**src/mgtx_pkg.sv**
```systemverilog
package mgtx_pkg;

	// Control bus addresses; only the address byte of a reset is sent.
	localparam logic [7:0] ADDR_GEN_RESET = 8'h01;
	localparam logic [7:0] ADDR_GEN_CTRL = 8'he0;
	localparam logic [7:0] ADDR_TX_MODE = 8'he1;

	localparam int unsigned REG_W = 16;
	localparam int unsigned CNT_W = 5;
	localparam logic [4:0] ADDR_LAST = 5'h07;
	localparam logic [4:0] DATA_LAST = 5'h0f;

	localparam logic [15:0] GEN_CTRL_RST_VAL = 16'h0000;
	localparam logic [15:0] TX_MODE_RST_VAL = 16'h0000;

	// General control field positions.
	localparam int unsigned GC_POS_OFF = 14;
	localparam int unsigned GC_INV_OFF = 13;
	localparam int unsigned GC_XTAL = 12;
	localparam int unsigned GC_LOOP = 11;
	localparam int unsigned GC_EQ_DIS = 10;
	localparam int unsigned GC_RELAY = 9;
	localparam int unsigned GC_PWR = 8;
	localparam int unsigned GC_RST = 7;
	localparam int unsigned GC_IRQ_EN = 6;
	localparam int unsigned GC_MASK_HI = 5;

	// Transmit mode field positions.
	localparam int unsigned TM_MODE_HI = 14;
	localparam int unsigned TM_MODE_LO = 12;
	localparam int unsigned TM_LVL_HI = 11;
	localparam int unsigned TM_LVL_LO = 9;
	localparam int unsigned TM_TW_HI = 7;
	localparam int unsigned TM_TW_LO = 5;
	localparam int unsigned TM_FMT_HI = 4;
	localparam int unsigned TM_FMT_LO = 3;
	localparam int unsigned TM_LEN_HI = 2;

	typedef enum logic [2:0] {
		TXM_OFF = 3'h0, TXM_TONES = 3'h1, TXM_B202_150 = 3'h2, TXM_B202_1200 = 3'h3,
		TXM_V23_75 = 3'h4, TXM_V23_1200 = 3'h5, TXM_B103_LO = 3'h6, TXM_B103_HI = 3'h7
	} mgtx_tx_mode_type;

	typedef enum logic [1:0] {
		FMT_ODD = 2'h0, FMT_EVEN = 2'h1, FMT_NOPAR = 2'h2, FMT_SYNC = 2'h3
	} mgtx_fmt_type;

	typedef enum logic [1:0] {
		SRC_BUFFER = 2'h0, SRC_ONES = 2'h1, SRC_ZEROS = 2'h2, SRC_ALT = 2'h3
	} mgtx_src_type;

	typedef enum {BUS_ADDR, BUS_DATA, BUS_SKIP} mgtx_bus_state_type;

endpackage

```
**src/mgtx_wr_if.sv**
```systemverilog
`timescale 1ns/1ps
interface mgtx_wr_if;
	logic wr_stb;
	logic [7:0] wr_addr;
	logic [15:0] wr_data;
	logic greset_stb;
	modport src (output wr_stb, output wr_addr, output wr_data, output greset_stb);
	modport dst (input wr_stb, input wr_addr, input wr_data, input greset_stb);
endinterface

```
**src/mgtx_cbus_rx.sv**
```systemverilog
`timescale 1ns/1ps
module mgtx_cbus_rx #(
	parameter int unsigned DATA_W = 16
) (
	input wire logic clk_i,
	input wire logic rst_n_i,
	input wire logic csn_n_i,
	input wire logic sclk_i,
	input wire logic cmd_data_i,
	mgtx_wr_if.src wr
);
	import mgtx_pkg::*;

	generate if (DATA_W != REG_W) begin : g_chk
		$error("Only 16-bit control words are supported.");
	end endgenerate

	mgtx_bus_state_type state_r;
	logic sclk_d_r;
	logic [CNT_W-1:0] cnt_r;
	logic [15:0] shift_r;
	logic rise;
	logic [15:0] shift_nxt;
	logic addr_done;
	logic data_done;

	assign rise = sclk_i & ~sclk_d_r & ~csn_n_i;
	assign shift_nxt = {shift_r[14:0], cmd_data_i};
	assign addr_done = rise && (state_r == BUS_ADDR) && (cnt_r == ADDR_LAST);
	assign data_done = rise && (state_r == BUS_DATA) && (cnt_r == DATA_LAST);

	always_ff @(posedge clk_i or negedge rst_n_i) begin
		if (!rst_n_i) begin
			sclk_d_r <= 1'b0;
		end else begin
			sclk_d_r <= sclk_i;
		end
	end

	always_ff @(posedge clk_i or negedge rst_n_i) begin
		if (!rst_n_i) begin
			shift_r <= 16'h0000;
		end else if (rise) begin
			shift_r <= shift_nxt;
		end
	end

	// A frame restarts whenever select goes high, so a cut frame commits nothing.
	always_ff @(posedge clk_i or negedge rst_n_i) begin
		if (!rst_n_i) begin
			state_r <= BUS_ADDR;
			cnt_r <= '0;
		end else if (csn_n_i) begin
			state_r <= BUS_ADDR;
			cnt_r <= '0;
		end else if (rise) begin
			case (state_r)
				BUS_ADDR: begin
					cnt_r <= addr_done ? '0 : cnt_r + 5'h01;
					if (addr_done) begin
						if (shift_nxt[7:0] == ADDR_GEN_CTRL || shift_nxt[7:0] == ADDR_TX_MODE) begin
							state_r <= BUS_DATA;
						end else begin
							state_r <= BUS_SKIP;
						end
					end
				end
				BUS_DATA: begin
					cnt_r <= cnt_r + 5'h01;
					if (data_done) begin
						state_r <= BUS_SKIP;
					end
				end
				default: begin
					cnt_r <= cnt_r;
				end
			endcase
		end
	end

	always_ff @(posedge clk_i or negedge rst_n_i) begin
		if (!rst_n_i) begin
			wr.wr_addr <= 8'h00;
		end else if (addr_done) begin
			wr.wr_addr <= shift_nxt[7:0];
		end
	end

	always_ff @(posedge clk_i or negedge rst_n_i) begin
		if (!rst_n_i) begin
			wr.wr_stb <= 1'b0;
			wr.wr_data <= 16'h0000;
			wr.greset_stb <= 1'b0;
		end else begin
			wr.wr_stb <= data_done;
			wr.wr_data <= data_done ? shift_nxt : wr.wr_data;
			wr.greset_stb <= addr_done && (shift_nxt[7:0] == ADDR_GEN_RESET);
		end
	end

endmodule // mgtx_cbus_rx

```
**src/mgtx_twist_hold.sv**
```systemverilog
`timescale 1ns/1ps
module mgtx_twist_hold #(
	parameter int unsigned TW_W = 3
) (
	input wire logic clk_i,
	input wire logic rst_n_i,
	input wire logic busy_i,
	input wire logic [TW_W-1:0] req_i,
	output logic [TW_W-1:0] applied_o
);
	import mgtx_pkg::*;

	generate if (TW_W != 3) begin : g_chk
		$error("Twist code must be three bits wide.");
	end endgenerate

	// The code is frozen while a tone plays; a change lands on the next tone.
	always_ff @(posedge clk_i or negedge rst_n_i) begin
		if (!rst_n_i) begin
			applied_o <= '0;
		end else if (!busy_i) begin
			applied_o <= req_i;
		end
	end

endmodule // mgtx_twist_hold

```
**src/mgtx_ctrl.sv**
```systemverilog
// Function
// - General bit 14 set disconnects the positive line driver output.
// - General bit 13 set disconnects the inverted line driver output.
// - General bit 12 picks crystal divider: 1 is 11.0592 MHz, 0 is 12.288.
// - General bit 11 set loops transmit back into the receiver.
// - General bit 10 set disables the equalisers; clear enables them at 1200 bps.
// - General bit 9 drives the relay pin high when set, low when clear.
// - General bit 8 clear is powersave; set powers the device up.
// - A general reset clears the powerup bit, entering powersave.
// - General bit 7 set holds internal logic and transmit mode in reset.
// - General bit 6 set lets the interrupt pin pull low on a status interrupt.
// - General bits 5 to 0 mask which conditions raise the interrupt.
// - Transmit mode clears on general reset and while bit 7 is set.
// - Transmit bits 14 to 12 choose the transmit function.
// - Transmit bits 11 to 9 set level, 1.5 dB per step below 0 dB.
// - Transmit bits 7 to 5 set the upper tone group twist.
// - A twist change only takes effect from the next tone.
// - Transmit bits 4 to 3 choose synchronous or start-stop parity format.
// - Transmit bits 2 to 0 give data bits and stop bits in start-stop.
// - Transmit bits 2 to 0 choose the synchronous modulator data source.
// - A general reset clears the whole general control register.
`timescale 1ns/1ps
module mgtx_ctrl (
	input wire logic clk_i,
	input wire logic rst_n_i,
	input wire logic csn_n_i,
	input wire logic sclk_i,
	input wire logic cmd_data_i,
	input wire logic tone_busy_i,
	input wire logic status_irq_i,
	output logic line_drive_out_pos_oe_o,
	output logic line_drive_out_inv_oe_o,
	output logic xtal_11m_sel_o,
	output logic analogue_loopback_bit_o,
	output logic tx_eq_enable_o,
	output logic eq_disable_o,
	output logic relay_output_low_o,
	output logic powerup_o,
	output logic core_reset_o,
	output logic interrupt_pin_enable_o,
	output logic irq_n_o,
	output logic irq_n_oe_o,
	output logic [5:0] irq_mask_o,
	output mgtx_pkg::mgtx_tx_mode_type tx_mode_o,
	output logic tx_dtmf_o,
	output logic [4:0] tx_atten_half_db_o,
	output logic [3:0] twist_half_db_o,
	output mgtx_pkg::mgtx_fmt_type tx_format_o,
	output logic [3:0] tx_data_bits_o,
	output logic tx_two_stop_o,
	output mgtx_pkg::mgtx_src_type tx_sync_src_o
);
	import mgtx_pkg::*;

	mgtx_wr_if wr_if ();

	logic [15:0] gen_ctrl_r;
	logic [15:0] gen_ctrl_nxt;
	logic [15:0] tx_mode_r;
	logic [15:0] tx_mode_nxt;
	logic [2:0] twist_applied;
	logic gc_write;
	logic tm_write;
	logic tm_clear;

	mgtx_cbus_rx #(
		.DATA_W(REG_W)
	) u_rx (
		.clk_i(clk_i),
		.rst_n_i(rst_n_i),
		.csn_n_i(csn_n_i),
		.sclk_i(sclk_i),
		.cmd_data_i(cmd_data_i),
		.wr(wr_if.src)
	);

	assign gc_write = wr_if.wr_stb && (wr_if.wr_addr == ADDR_GEN_CTRL);
	assign tm_write = wr_if.wr_stb && (wr_if.wr_addr == ADDR_TX_MODE);
	assign tm_clear = wr_if.greset_stb || gen_ctrl_r[GC_RST];

	always_comb begin
		gen_ctrl_nxt = gen_ctrl_r;
		if (wr_if.greset_stb) begin
			gen_ctrl_nxt = GEN_CTRL_RST_VAL;
		end else if (gc_write) begin
			gen_ctrl_nxt = {1'b0, wr_if.wr_data[14:0]};
		end
	end

	always_comb begin
		tx_mode_nxt = tx_mode_r;
		if (tm_clear) begin
			tx_mode_nxt = TX_MODE_RST_VAL;
		end else if (tm_write) begin
			tx_mode_nxt = {1'b0, wr_if.wr_data[14:0]};
		end
	end

	always_ff @(posedge clk_i or negedge rst_n_i) begin
		if (!rst_n_i) begin
			gen_ctrl_r <= GEN_CTRL_RST_VAL;
		end else begin
			gen_ctrl_r <= gen_ctrl_nxt;
		end
	end

	always_ff @(posedge clk_i or negedge rst_n_i) begin
		if (!rst_n_i) begin
			tx_mode_r <= TX_MODE_RST_VAL;
		end else begin
			tx_mode_r <= tx_mode_nxt;
		end
	end

	// Line driver and analogue path controls.
	always_ff @(posedge clk_i or negedge rst_n_i) begin
		if (!rst_n_i) begin
			line_drive_out_pos_oe_o <= 1'b1;
			line_drive_out_inv_oe_o <= 1'b1;
			xtal_11m_sel_o <= 1'b0;
			analogue_loopback_bit_o <= 1'b0;
		end else begin
			line_drive_out_pos_oe_o <= !gen_ctrl_r[GC_POS_OFF];
			line_drive_out_inv_oe_o <= !gen_ctrl_r[GC_INV_OFF];
			xtal_11m_sel_o <= gen_ctrl_r[GC_XTAL];
			analogue_loopback_bit_o <= gen_ctrl_r[GC_LOOP];
		end
	end

	// Equalisers only act in the two 1200 bps transmit modes.
	always_ff @(posedge clk_i or negedge rst_n_i) begin
		if (!rst_n_i) begin
			eq_disable_o <= 1'b0;
			tx_eq_enable_o <= 1'b0;
		end else begin
			eq_disable_o <= gen_ctrl_r[GC_EQ_DIS];
			tx_eq_enable_o <= !gen_ctrl_r[GC_EQ_DIS] &&
				(tx_mode_r[TM_MODE_HI:TM_MODE_LO] == TXM_V23_1200 ||
				tx_mode_r[TM_MODE_HI:TM_MODE_LO] == TXM_B202_1200);
		end
	end

	// Relay, power and internal reset stay alive in powersave.
	always_ff @(posedge clk_i or negedge rst_n_i) begin
		if (!rst_n_i) begin
			relay_output_low_o <= 1'b1;
			powerup_o <= 1'b0;
			core_reset_o <= 1'b1;
		end else begin
			relay_output_low_o <= !gen_ctrl_r[GC_RELAY];
			powerup_o <= gen_ctrl_r[GC_PWR];
			core_reset_o <= gen_ctrl_r[GC_RST] || wr_if.greset_stb;
		end
	end

	// The pin is open drain: it only ever pulls low.
	always_ff @(posedge clk_i or negedge rst_n_i) begin
		if (!rst_n_i) begin
			interrupt_pin_enable_o <= 1'b0;
			irq_n_oe_o <= 1'b0;
			irq_mask_o <= 6'h00;
		end else begin
			interrupt_pin_enable_o <= gen_ctrl_r[GC_IRQ_EN];
			irq_n_oe_o <= gen_ctrl_r[GC_IRQ_EN] && status_irq_i;
			irq_mask_o <= gen_ctrl_r[GC_MASK_HI:0];
		end
	end

	always_ff @(posedge clk_i or negedge rst_n_i) begin
		if (!rst_n_i) begin
			irq_n_o <= 1'b0;
		end else begin
			irq_n_o <= 1'b0;
		end
	end

	// Transmit function and level.
	always_ff @(posedge clk_i or negedge rst_n_i) begin
		if (!rst_n_i) begin
			tx_mode_o <= TXM_OFF;
			tx_dtmf_o <= 1'b0;
			tx_atten_half_db_o <= 5'h15;
		end else begin
			tx_mode_o <= mgtx_tx_mode_type'(tx_mode_r[TM_MODE_HI:TM_MODE_LO]);
			tx_dtmf_o <= tx_mode_r[TM_MODE_HI:TM_MODE_LO] == TXM_TONES;
			tx_atten_half_db_o <= 5'(3'h7 - tx_mode_r[TM_LVL_HI:TM_LVL_LO]) * 5'h03;
		end
	end

	mgtx_twist_hold #(
		.TW_W(3)
	) u_twist (
		.clk_i(clk_i),
		.rst_n_i(rst_n_i),
		.busy_i(tone_busy_i),
		.req_i(tx_mode_r[TM_TW_HI:TM_TW_LO]),
		.applied_o(twist_applied)
	);

	// Twist is kept in half dB so the odd 0.5 dB steps stay exact.
	always_ff @(posedge clk_i or negedge rst_n_i) begin
		if (!rst_n_i) begin
			twist_half_db_o <= 4'h4;
		end else begin
			case (twist_applied)
				3'h0: begin
					twist_half_db_o <= 4'h4;
				end
				3'h1: begin
					twist_half_db_o <= 4'h2;
				end
				3'h2: begin
					twist_half_db_o <= 4'h3;
				end
				default: begin
					twist_half_db_o <= 4'(twist_applied) + 4'h2;
				end
			endcase
		end
	end

	// Character framing; the low three bits mean different things per format.
	always_ff @(posedge clk_i or negedge rst_n_i) begin
		if (!rst_n_i) begin
			tx_format_o <= FMT_ODD;
			tx_data_bits_o <= 4'h5;
			tx_two_stop_o <= 1'b0;
		end else begin
			tx_format_o <= mgtx_fmt_type'(tx_mode_r[TM_FMT_HI:TM_FMT_LO]);
			tx_data_bits_o <= 4'h5 + 4'(tx_mode_r[TM_LEN_HI:1]);
			tx_two_stop_o <= tx_mode_r[0];
		end
	end

	always_ff @(posedge clk_i or negedge rst_n_i) begin
		if (!rst_n_i) begin
			tx_sync_src_o <= SRC_ALT;
		end else begin
			if (tx_mode_r[TM_LEN_HI]) begin
				tx_sync_src_o <= SRC_BUFFER;
			end else if (tx_mode_r[1:0] == 2'h3) begin
				tx_sync_src_o <= SRC_ONES;
			end else if (tx_mode_r[1:0] == 2'h2) begin
				tx_sync_src_o <= SRC_ZEROS;
			end else begin
				tx_sync_src_o <= SRC_ALT;
			end
		end
	end
endmodule // mgtx_ctrl

```
**config.mk**
```make
export PLATFORM = sky130hd
export DESIGN_NAME = mgtx_ctrl
export DESIGN_NICKNAME = d
export VERILOG_FILES = /design/src/mgtx_pkg.sv /design/src/mgtx_wr_if.sv /design/src/mgtx_cbus_rx.sv /design/src/mgtx_twist_hold.sv /design/src/mgtx_ctrl.sv
export SDC_FILE = /design/constraint.sdc
export NUM_CORES = 1
export LEC_CHECK = 0
export ABC_AREA = 1
export ABC_CLOCK_PERIOD_IN_PS = 1850
export BUFFER_PORTS_ARGS = -buffer_cell sky130_fd_sc_hd__buf_2
export CORE_UTILIZATION = 58
export CTS_CLUSTER_SIZE = 12
export DETAILED_ROUTE_END_ITERATION = 8
export PLACE_DENSITY = 0.8
export REMOVE_ABC_BUFFERS = 1
export SETUP_SLACK_MARGIN = 0.1
export SLEW_MARGIN = 10
export SYNTH_ARGS = -nofsm -noshare
export SYNTH_HDL_FRONTEND = slang
export SYNTH_HIERARCHICAL = 1
export SYNTH_SLANG_ARGS = --single-unit
```
**constraint.sdc**
```tcl
create_clock -name clk_i -period 1.85 [get_ports clk_i]
set_input_delay 0.37 -clock clk_i [delete_from_list [all_inputs] [get_ports clk_i]]
set_output_delay 0.37 -clock clk_i [all_outputs]
set_load 0.02 [all_outputs]
```
# After elaboration in Yosys (flattened, before gate mapping)
# Cells that the tools add are included.
# Widths: inputs -> output; s select.
# classes
n_eq_ne	18
mul	1
add_sub_neg	4
bitwise	4
mux	18
n_reduce_logical	25
# op_table
operator	count
$mux 32	4
$logic_not 32->1	2
$pmux 32 s2	1
$mux 15	4
$eq 32x1->1 const B	1
$eq 32x2->1 const B	1
$eq 8x8->1 const B	4
$mux 5	3
$pmux 4 s3	1
$pmux 5 s2	1
$logic_and 1x1->1	9
$eq 8x1->1 const B	1
$eq 3x1->1 const B	2
$eq 3x2->1 const B	2
$mux 2	3
$ne 3x2->1 const B	2
$reduce_bool 2->1	3
$add 5x1->5 const B	1
$eq 5x3->1 const B	1
$eq 5x4->1 const B	1
$mul 5x2->5 const B	1
$add 3x2->4 const A	1
$add 3x2->4 const B	1
$eq 2x2->1 const B	2
11 further kinds	18
# word_totals
wordCells	101
input_bits	7
regBits	149
out_inout_bits	40

# Logic depth before layout (Yosys ltp)
# Gate-level depths: netlist (run 1).
# logic_depth
ltp_word	9
mapped_depth	11
mapped_depth_nobuf	11

# Hierarchy
# The synthesis (run 1) kept the hierarchy.
# modules_own_cells
module	cells_each	area_per_inst_um2	instances
mgtx_ctrl	226	2536.2	1
mgtx_cbus_rx	225	2050.7	1
mgtx_twist_hold	13	112.6	1

# Least setup slack after synthesis (run 1)
# Ideal clock, no wire load.
# synth_timing
kind	register to register
start	reg u_rx.cnt_r[0]
end	reg u_rx.wr.wr_data[5]
period_less_slack_ps	1529
arrival_ps	1405
required_ps	1726
n_path_buf	1
stages_incl_launch_ff	9
setup_ps	124
path_slack_ps	321
cell_sequence	dfrtp_1 > ha_1 > nand2_1 > nor2_1 > ha_1 > nand3_2 > nor3_4 > buf_2 > a21oi_1
# synth_between
elab_chain_cells	2
# synth_lines
element	line	source
start: declaration	mgtx_cbus_rx.sv:20	logic [CNT_W-1:0] cnt_r;
start signal: assignment	mgtx_cbus_rx.sv:59	cnt_r <= addr_done ? '0 : cnt_r + 5'h01;
start signal: assignment	mgtx_cbus_rx.sv:69	cnt_r <= cnt_r + 5'h01;
start signal: assignment	mgtx_cbus_rx.sv:75	cnt_r <= cnt_r;
$eq 5x4->1	mgtx_cbus_rx.sv:30	assign data_done = rise && (state_r == BUS_DATA) && (cnt_r == DATA_LAST);
$logic_and 1x1->1	mgtx_cbus_rx.sv:30	
net u_rx.data_done	mgtx_cbus_rx.sv:25	logic data_done;
end signal: assignment	mgtx_cbus_rx.sv:96	wr.wr_data <= data_done ? shift_nxt : wr.wr_data;
end: declaration	mgtx_wr_if.sv:7	modport src (output wr_stb, output wr_addr, output wr_data, output greset_stb);
# The timed path passes the listed nets, and every way through them passes these cells.
# A chain may end at the register's enable or synchronous reset.

# Final worst setup path (run 1)
# layout_timing
start	reg u_rx.cnt_r[0]
end	reg u_rx.wr.wr_data[11]
# layout_between
elab_chain_cells	2
# layout_lines
element	line
$eq 5x4->1	mgtx_cbus_rx.sv:30
$logic_and 1x1->1	mgtx_cbus_rx.sv:30
# No other way between the ends.

==> results of run 1 <==
## state kept, by name (all words and copies together) (netlist names), 2 cells and up
name / count
tx_mode_r: 14
gen_ctrl_r: 15
twist_half_db_o: 4
u_rx/wr.wr_data: 15
u_rx/shift_r: 14
tx_atten_half_db_o: 5
tx_format_o: 2
u_rx/cnt_r: 5
irq_mask_o: 6
u_rx/wr.wr_addr: 8
tx_data_bits_o: 4
u_rx/state_r: 2
u_twist/applied_o: 3
tx_sync_src_o: 2
tx_mode_o: 3
## per-layer routing
layer  vias up  global-route usage, %  wire, µm
met3         9                  6.365       479
met5         -                      0         0
li1       1591                      -         -
met2       117                  39.96      4923
met1      1695                  30.23      3993
met4         0                  11.24        87
## power breakdown
part	switching (mW)	internal [mW]	total [mW]
registers	0.0562	2.64	2.70
clock network	1.20	1.79	2.98
logic	0.178	0.0743	0.252
total	1.43	4.50	5.93
## through the flow
stage	area [µm²]	setup WS (ns)	power (mW)
floorplan	4504	0.05455	2.846
global placement	4950	0.2968	2.963
detailed placement	4950	0.2048	2.975
CTS	5507	0.1873	5.938
global route	5652	-0.02599	6.138
finish	5652	0.1135	5.931
## how the worst min path moves through the flow
stage	slack, ns	depth (start not counted)	endpoint
6_report	0.05	1	u_rx/sclk_d_r
5_1_grt	0.05	1	u_rx/sclk_d_r
4_1_cts	0.03	1	u_rx/sclk_d_r
3_5_place_dp	0.36	0	irq_mask_o[3]
3_3_place_gp	0.37	1	tx_data_bits_o[3]
2_1_floorplan	0.07	0	analogue_loopback_bit_o
## final cells by class
cell class	count	area, µm²
Clock buffer	18	417.9
Clock inverter	14	128.9
Fill cell	476	2076
Inverter	47	176.4
Multi-Input combinational cell	274	1413
Sequential cell	118	2968
Tap cell	102	127.6
Timing Repair Buffer	59	420.4
## repair_timing
action | in CTS | in global routing
resized for setup | 0 | 19
hold buffers | 1 | 0
endpoints found under the setup margin | 0 | 15
buffers inserted | 0 | 4
endpoints found under the hold margin | 28 | 0
==> impl_metrics.toml, run 1 <==
[status]
outcome = "completed"

[global_routing]
first_global_vias = 3336
grt_pass1_wl_um = 15400
grt_usage_pct = 24.29
grt_max_degree = 41
grt.overflow.total = 0
antenna_found_initial = 0

[drt]
drt_iter0_drc = 278
drc = 0
dr.pass1.iters = 5
ant_nets = 0
wl_um = 9484
wl_per_cell_um = 15.01
num_vias = 3412
viasPerCell = 5.399

[clock_tree]
cts_buffers = 17
clock_sinks = 118
cts_max_level = 4
cts_root_buf = "clkbuf_8"
insertion_delay_ns = 0.52
cts_tree = "built"
clk_pin_slew_ns = 0.06
cts_buffer_depth = 2

[pwr]
p_per_area_mw_per_mm2 = 1049
max-vdd-ir-drop_mv = 0.5814
p_leak_nw = 2.957

[sta]
hold_viol = 0
fmax_mhz = 575.9
setup_tns_ns = 0
slew_violations = 0
rsz0062_at_grt = "true"
whs_ns = 0.05441
setup_viol = 0
finalCriticalPeriod_ns = 1.737
finalCritPeriodShare_pct = 93.87
slew_headroom_pct = 60.00
fin_skew_ns = 0.01215
worst_pin_slew_ns = 0.5983

[placement]
globalplace.congestion = 0.8275
placed_cells = 593
numPortBuffers = 45
dp_hpwl_um = 5693

[synthesis]
syn-instance-count = 457
yosysWarnings = 6
syn_avg_cell_area_um2 = 10.13
syn-cell-area_mm2 = 0.004628

[setup_path]
reg2reg_slack_ns = 0.11
path_depth = 10
cp_max_fo = 8
crit_arrival_ns = 2.17
endpoint_kind = "flip-flop"
rr_worst_depth = 10
critPathTopFamily = "simple AND/OR/NAND/NOR gates"
crit_type = "reg2reg"
critPathBufInv = 2
startpoint = "u_rx/cnt_r[0]"
worst_path_largest_cell_delay_ns = 0.40
worstPathCellList = "ha_2 -> nand2_2 -> nor2_2 -> ha_2 -> nand3_4 -> nor3_4 -> buf_12 -> clkbuf_16 -> nand2_2 -> o21ai_1"
slowest_stage = "dfrtp_1"
r2r_start = "u_rx/cnt_r[0]"
cp_data_required_time_ns = 2.29
cp-endpoint = "u_rx/wr.wr_data[11]"
crit_path_start_kind = "flip-flop"
r2r-end = "u_rx/wr.wr_data[11]"

[cells_and_area]
layout_commonest_cell = "dfrtp_1"
diodes = 0
nNetsFinal = 532
utilization_pct = 73.14
final_cell_mix = "dfrtp_1 (106), nand2_1 (102), nand3_1 (64), inv_1 (45), buf_2 (44)"
area_growth_pct = 22.11
fin_cells = 632
drive_above_1_share_pct = 23.96

[min_path]
hp-class = "in2reg"
worstHoldStart = "sclk_i"

[die]
coreArea_mm2 = 0.007727
rows = 32
die-area_mm2 = 0.008341
ios = 47
initial_core_util_pct = 59.89
die_y_um = 91.33
die_w_um = 91.33

[run]
max_cap_viol_count = 0
(Power assumes the default switching activity.)
==> run 2: changes to the inputs <==
--- a/config.mk
+++ b/config.mk
@@ -11,6 +11,7 @@
 export CORE_UTILIZATION = 58
 export CTS_CLUSTER_SIZE = 12
 export DETAILED_ROUTE_END_ITERATION = 8
+export MAX_ROUTING_LAYER = met4
 export PLACE_DENSITY = 0.8
 export REMOVE_ABC_BUFFERS = 1
 export SETUP_SLACK_MARGIN = 0.1
==> run 2 against run 1 <==
  * First-iteration DRC count decreased by 13%
  * Sequential share of layout area stayed put
  * Fmax decreased by 1.0%
  * Critical path type unchanged
  * Highest routed layer unchanged
==> impl_metrics.toml, run 2 (synthesis gave the netlist of run 1 again) <==
[clock_tree]
cts_buffers = 17
clock_sinks = 118
cts_root_buf = "clkbuf_8"
clk_pin_slew_ns = 0.06
cts_tree = "built"
insertion_delay_ns = 0.52
cts_buffer_depth = 2
cts_max_level = 4

[sta]
fin_skew_ns = 0.005320
rsz0062_at_grt = "true"
finalCriticalPeriod_ns = 1.754
setup_viol = 0
slew_violations = 0
hold_viol = 0
setup_tns_ns = 0
layout_setup_ws_ns = 0.09604
finalCritPeriodShare_pct = 94.81
worst_pin_slew_ns = 0.6001
slew_headroom_pct = 59.88
whs_ns = 0.05568
fmax_mhz = 570.1

[setup_path]
critPathBufInv = 2
reg2reg_slack_ns = 0.1
r2r-end = "u_rx/wr.wr_data[11]"
cp_max_fo = 8
worst_path_largest_cell_delay_ns = 0.41
crit_arrival_ns = 2.19
worstPathCellList = "ha_2 -> nand2_2 -> nor2_2 -> ha_2 -> nand3_4 -> nor3_4 -> buf_12 -> clkbuf_16 -> nand2_2 -> o21ai_1"
critPathTopFamily = "simple AND/OR/NAND/NOR gates"
rr_worst_depth = 10
cp_data_required_time_ns = 2.28
slowest_stage = "dfrtp_1"
endpoint_kind = "flip-flop"
r2r_start = "u_rx/cnt_r[0]"
crit_type = "reg2reg"
crit_path_start_kind = "flip-flop"

[pwr]
p_per_area_mw_per_mm2 = 1049
p_leak_nw = 2.957
max-vdd-ir-drop_mv = 0.5827

[cells_and_area]
nNetsFinal = 532
drive_above_1_share_pct = 23.96
final_cell_mix = "dfrtp_1 (106), nand2_1 (102), nand3_1 (64), inv_1 (45), buf_2 (44)"
diodes = 0
nFillCells = 476
layout_commonest_cell = "dfrtp_1"
fin_cells = 632
largest_registers = "gen_ctrl_r: 15 flops, u_rx/wr.wr_data: 15 flops"
area_growth_pct = 22.11

[die]
ios = 47
initial_core_util_pct = 59.89
rows = 32
die-area_mm2 = 0.008341
die_y_um = 91.33
die_w_um = 91.33
coreArea_mm2 = 0.007727

[global_routing]
grt_usage_pct = 25.13
grt.overflow.total = 0
first_global_vias = 3341
antenna_found_initial = 0
grt_pass1_wl_um = 15420
grt_max_degree = 41

[placement]
numPortBuffers = 45
dp_hpwl_um = 5693
place_ws_ns = 0.2048
globalplace.congestion = 0.8400
placed_cells = 593

[status]
outcome = "completed"

[min_path]
holdPathEnd = "u_rx/sclk_d_r"
hp-class = "in2reg"
min_path_cells = 1
worstHoldStart = "sclk_i"

[drt]
dr.pass1.iters = 5
drc = 0
num_vias = 3395
drt_iter0_drc = 241
ant_nets = 0
wl_per_cell_um = 14.99
wl_um = 9473
viasPerCell = 5.372

[run]
max_cap_viol_count = 0
==> run 2: cell counts in the layout (fill, tap and decap cells not counted) <==
Identical to the previous run, type by type.
==> run 2: layer usage <==
layer  global-route usage (%)  routed length (µm)  up-vias
li1                         -                   -     1587
met4                    10.85                 130        0
met1                    30.34                3943     1673
met3                    6.868                 488       17
met2                    40.03                4911      118
met5                        -                   0        -
==> run 2: how the worst max path moves through the flow <==
stage / slack (ns) / cells after the start / start / end
after floorplan: 0.05 / 7 / u_rx/cnt_r[0] / u_rx/wr.wr_data[10]
after global placement: 0.30 / 9 / u_rx/cnt_r[0] / u_rx/wr.wr_data[4]
after detailed placement: 0.20 / 9 / u_rx/cnt_r[0] / u_rx/wr.wr_data[3]
after CTS: 0.19 / 9 / u_rx/cnt_r[0] / u_rx/wr.wr_data[6]
after global routing: -0.02 / 10 / u_rx/cnt_r[0] / u_rx/wr.wr_data[3]
final: 0.1 / 10 / u_rx/cnt_r[0] / u_rx/wr.wr_data[11]
==> run 2: where the power goes <==
part / switching [mW] / internal, mW / total, mW
Sequential: 0.0558 / 2.64 / 2.69
Clock: 1.19 / 1.79 / 2.98
Combinational: 0.178 / 0.0743 / 0.252
Total: 1.43 / 4.50 / 5.93
==> run 2: metrics by stage <==
| step | util [%] | area, µm² | power, mW |
|---|---|---|---|
| after floorplan | - | 4504 | 2.846 |
| after global placement | 64.05 | 4950 | 2.963 |
| after detailed placement | 64.05 | 4950 | 2.975 |
| after CTS | 71.26 | 5507 | 5.938 |
| after global routing | 73.14 | 5652 | 6.136 |
| final | 73.14 | 5652 | 5.926 |
==> run 2: what timing repair did <==
action | CTS | global route
setup endpoints to repair | 0 | 16
resized for setup | 0 | 19
hold buffers | 1 | 0
buffers inserted | 0 | 4
endpoints found under the hold margin | 28 | 0
==> run 2: worst reg2reg max path: cells and delay by family (launching register included) <==
kind	cells	cell delay (ns)
AO/OA/AOI/OAI	1	0.09
flip-flops	1	0.41
AND/OR/NAND/NOR	5	0.45
buffers and inverters	2	0.31
adder cells (fa/ha/maj)	2	0.42
==> run 2: cell type report <==
cell class | count | area, µm² | share of cell area [%]
Multi-Input combinational cell | 274 | 1413 | 24.99
Clock inverter | 14 | 128.9 | 2.280
Tap cell | 102 | 127.6 | 2.258
Clock buffer | 18 | 417.9 | 7.394
Timing Repair Buffer | 59 | 420.4 | 7.439
Inverter | 47 | 176.4 | 3.122
Sequential cell | 118 | 2968 | 52.51
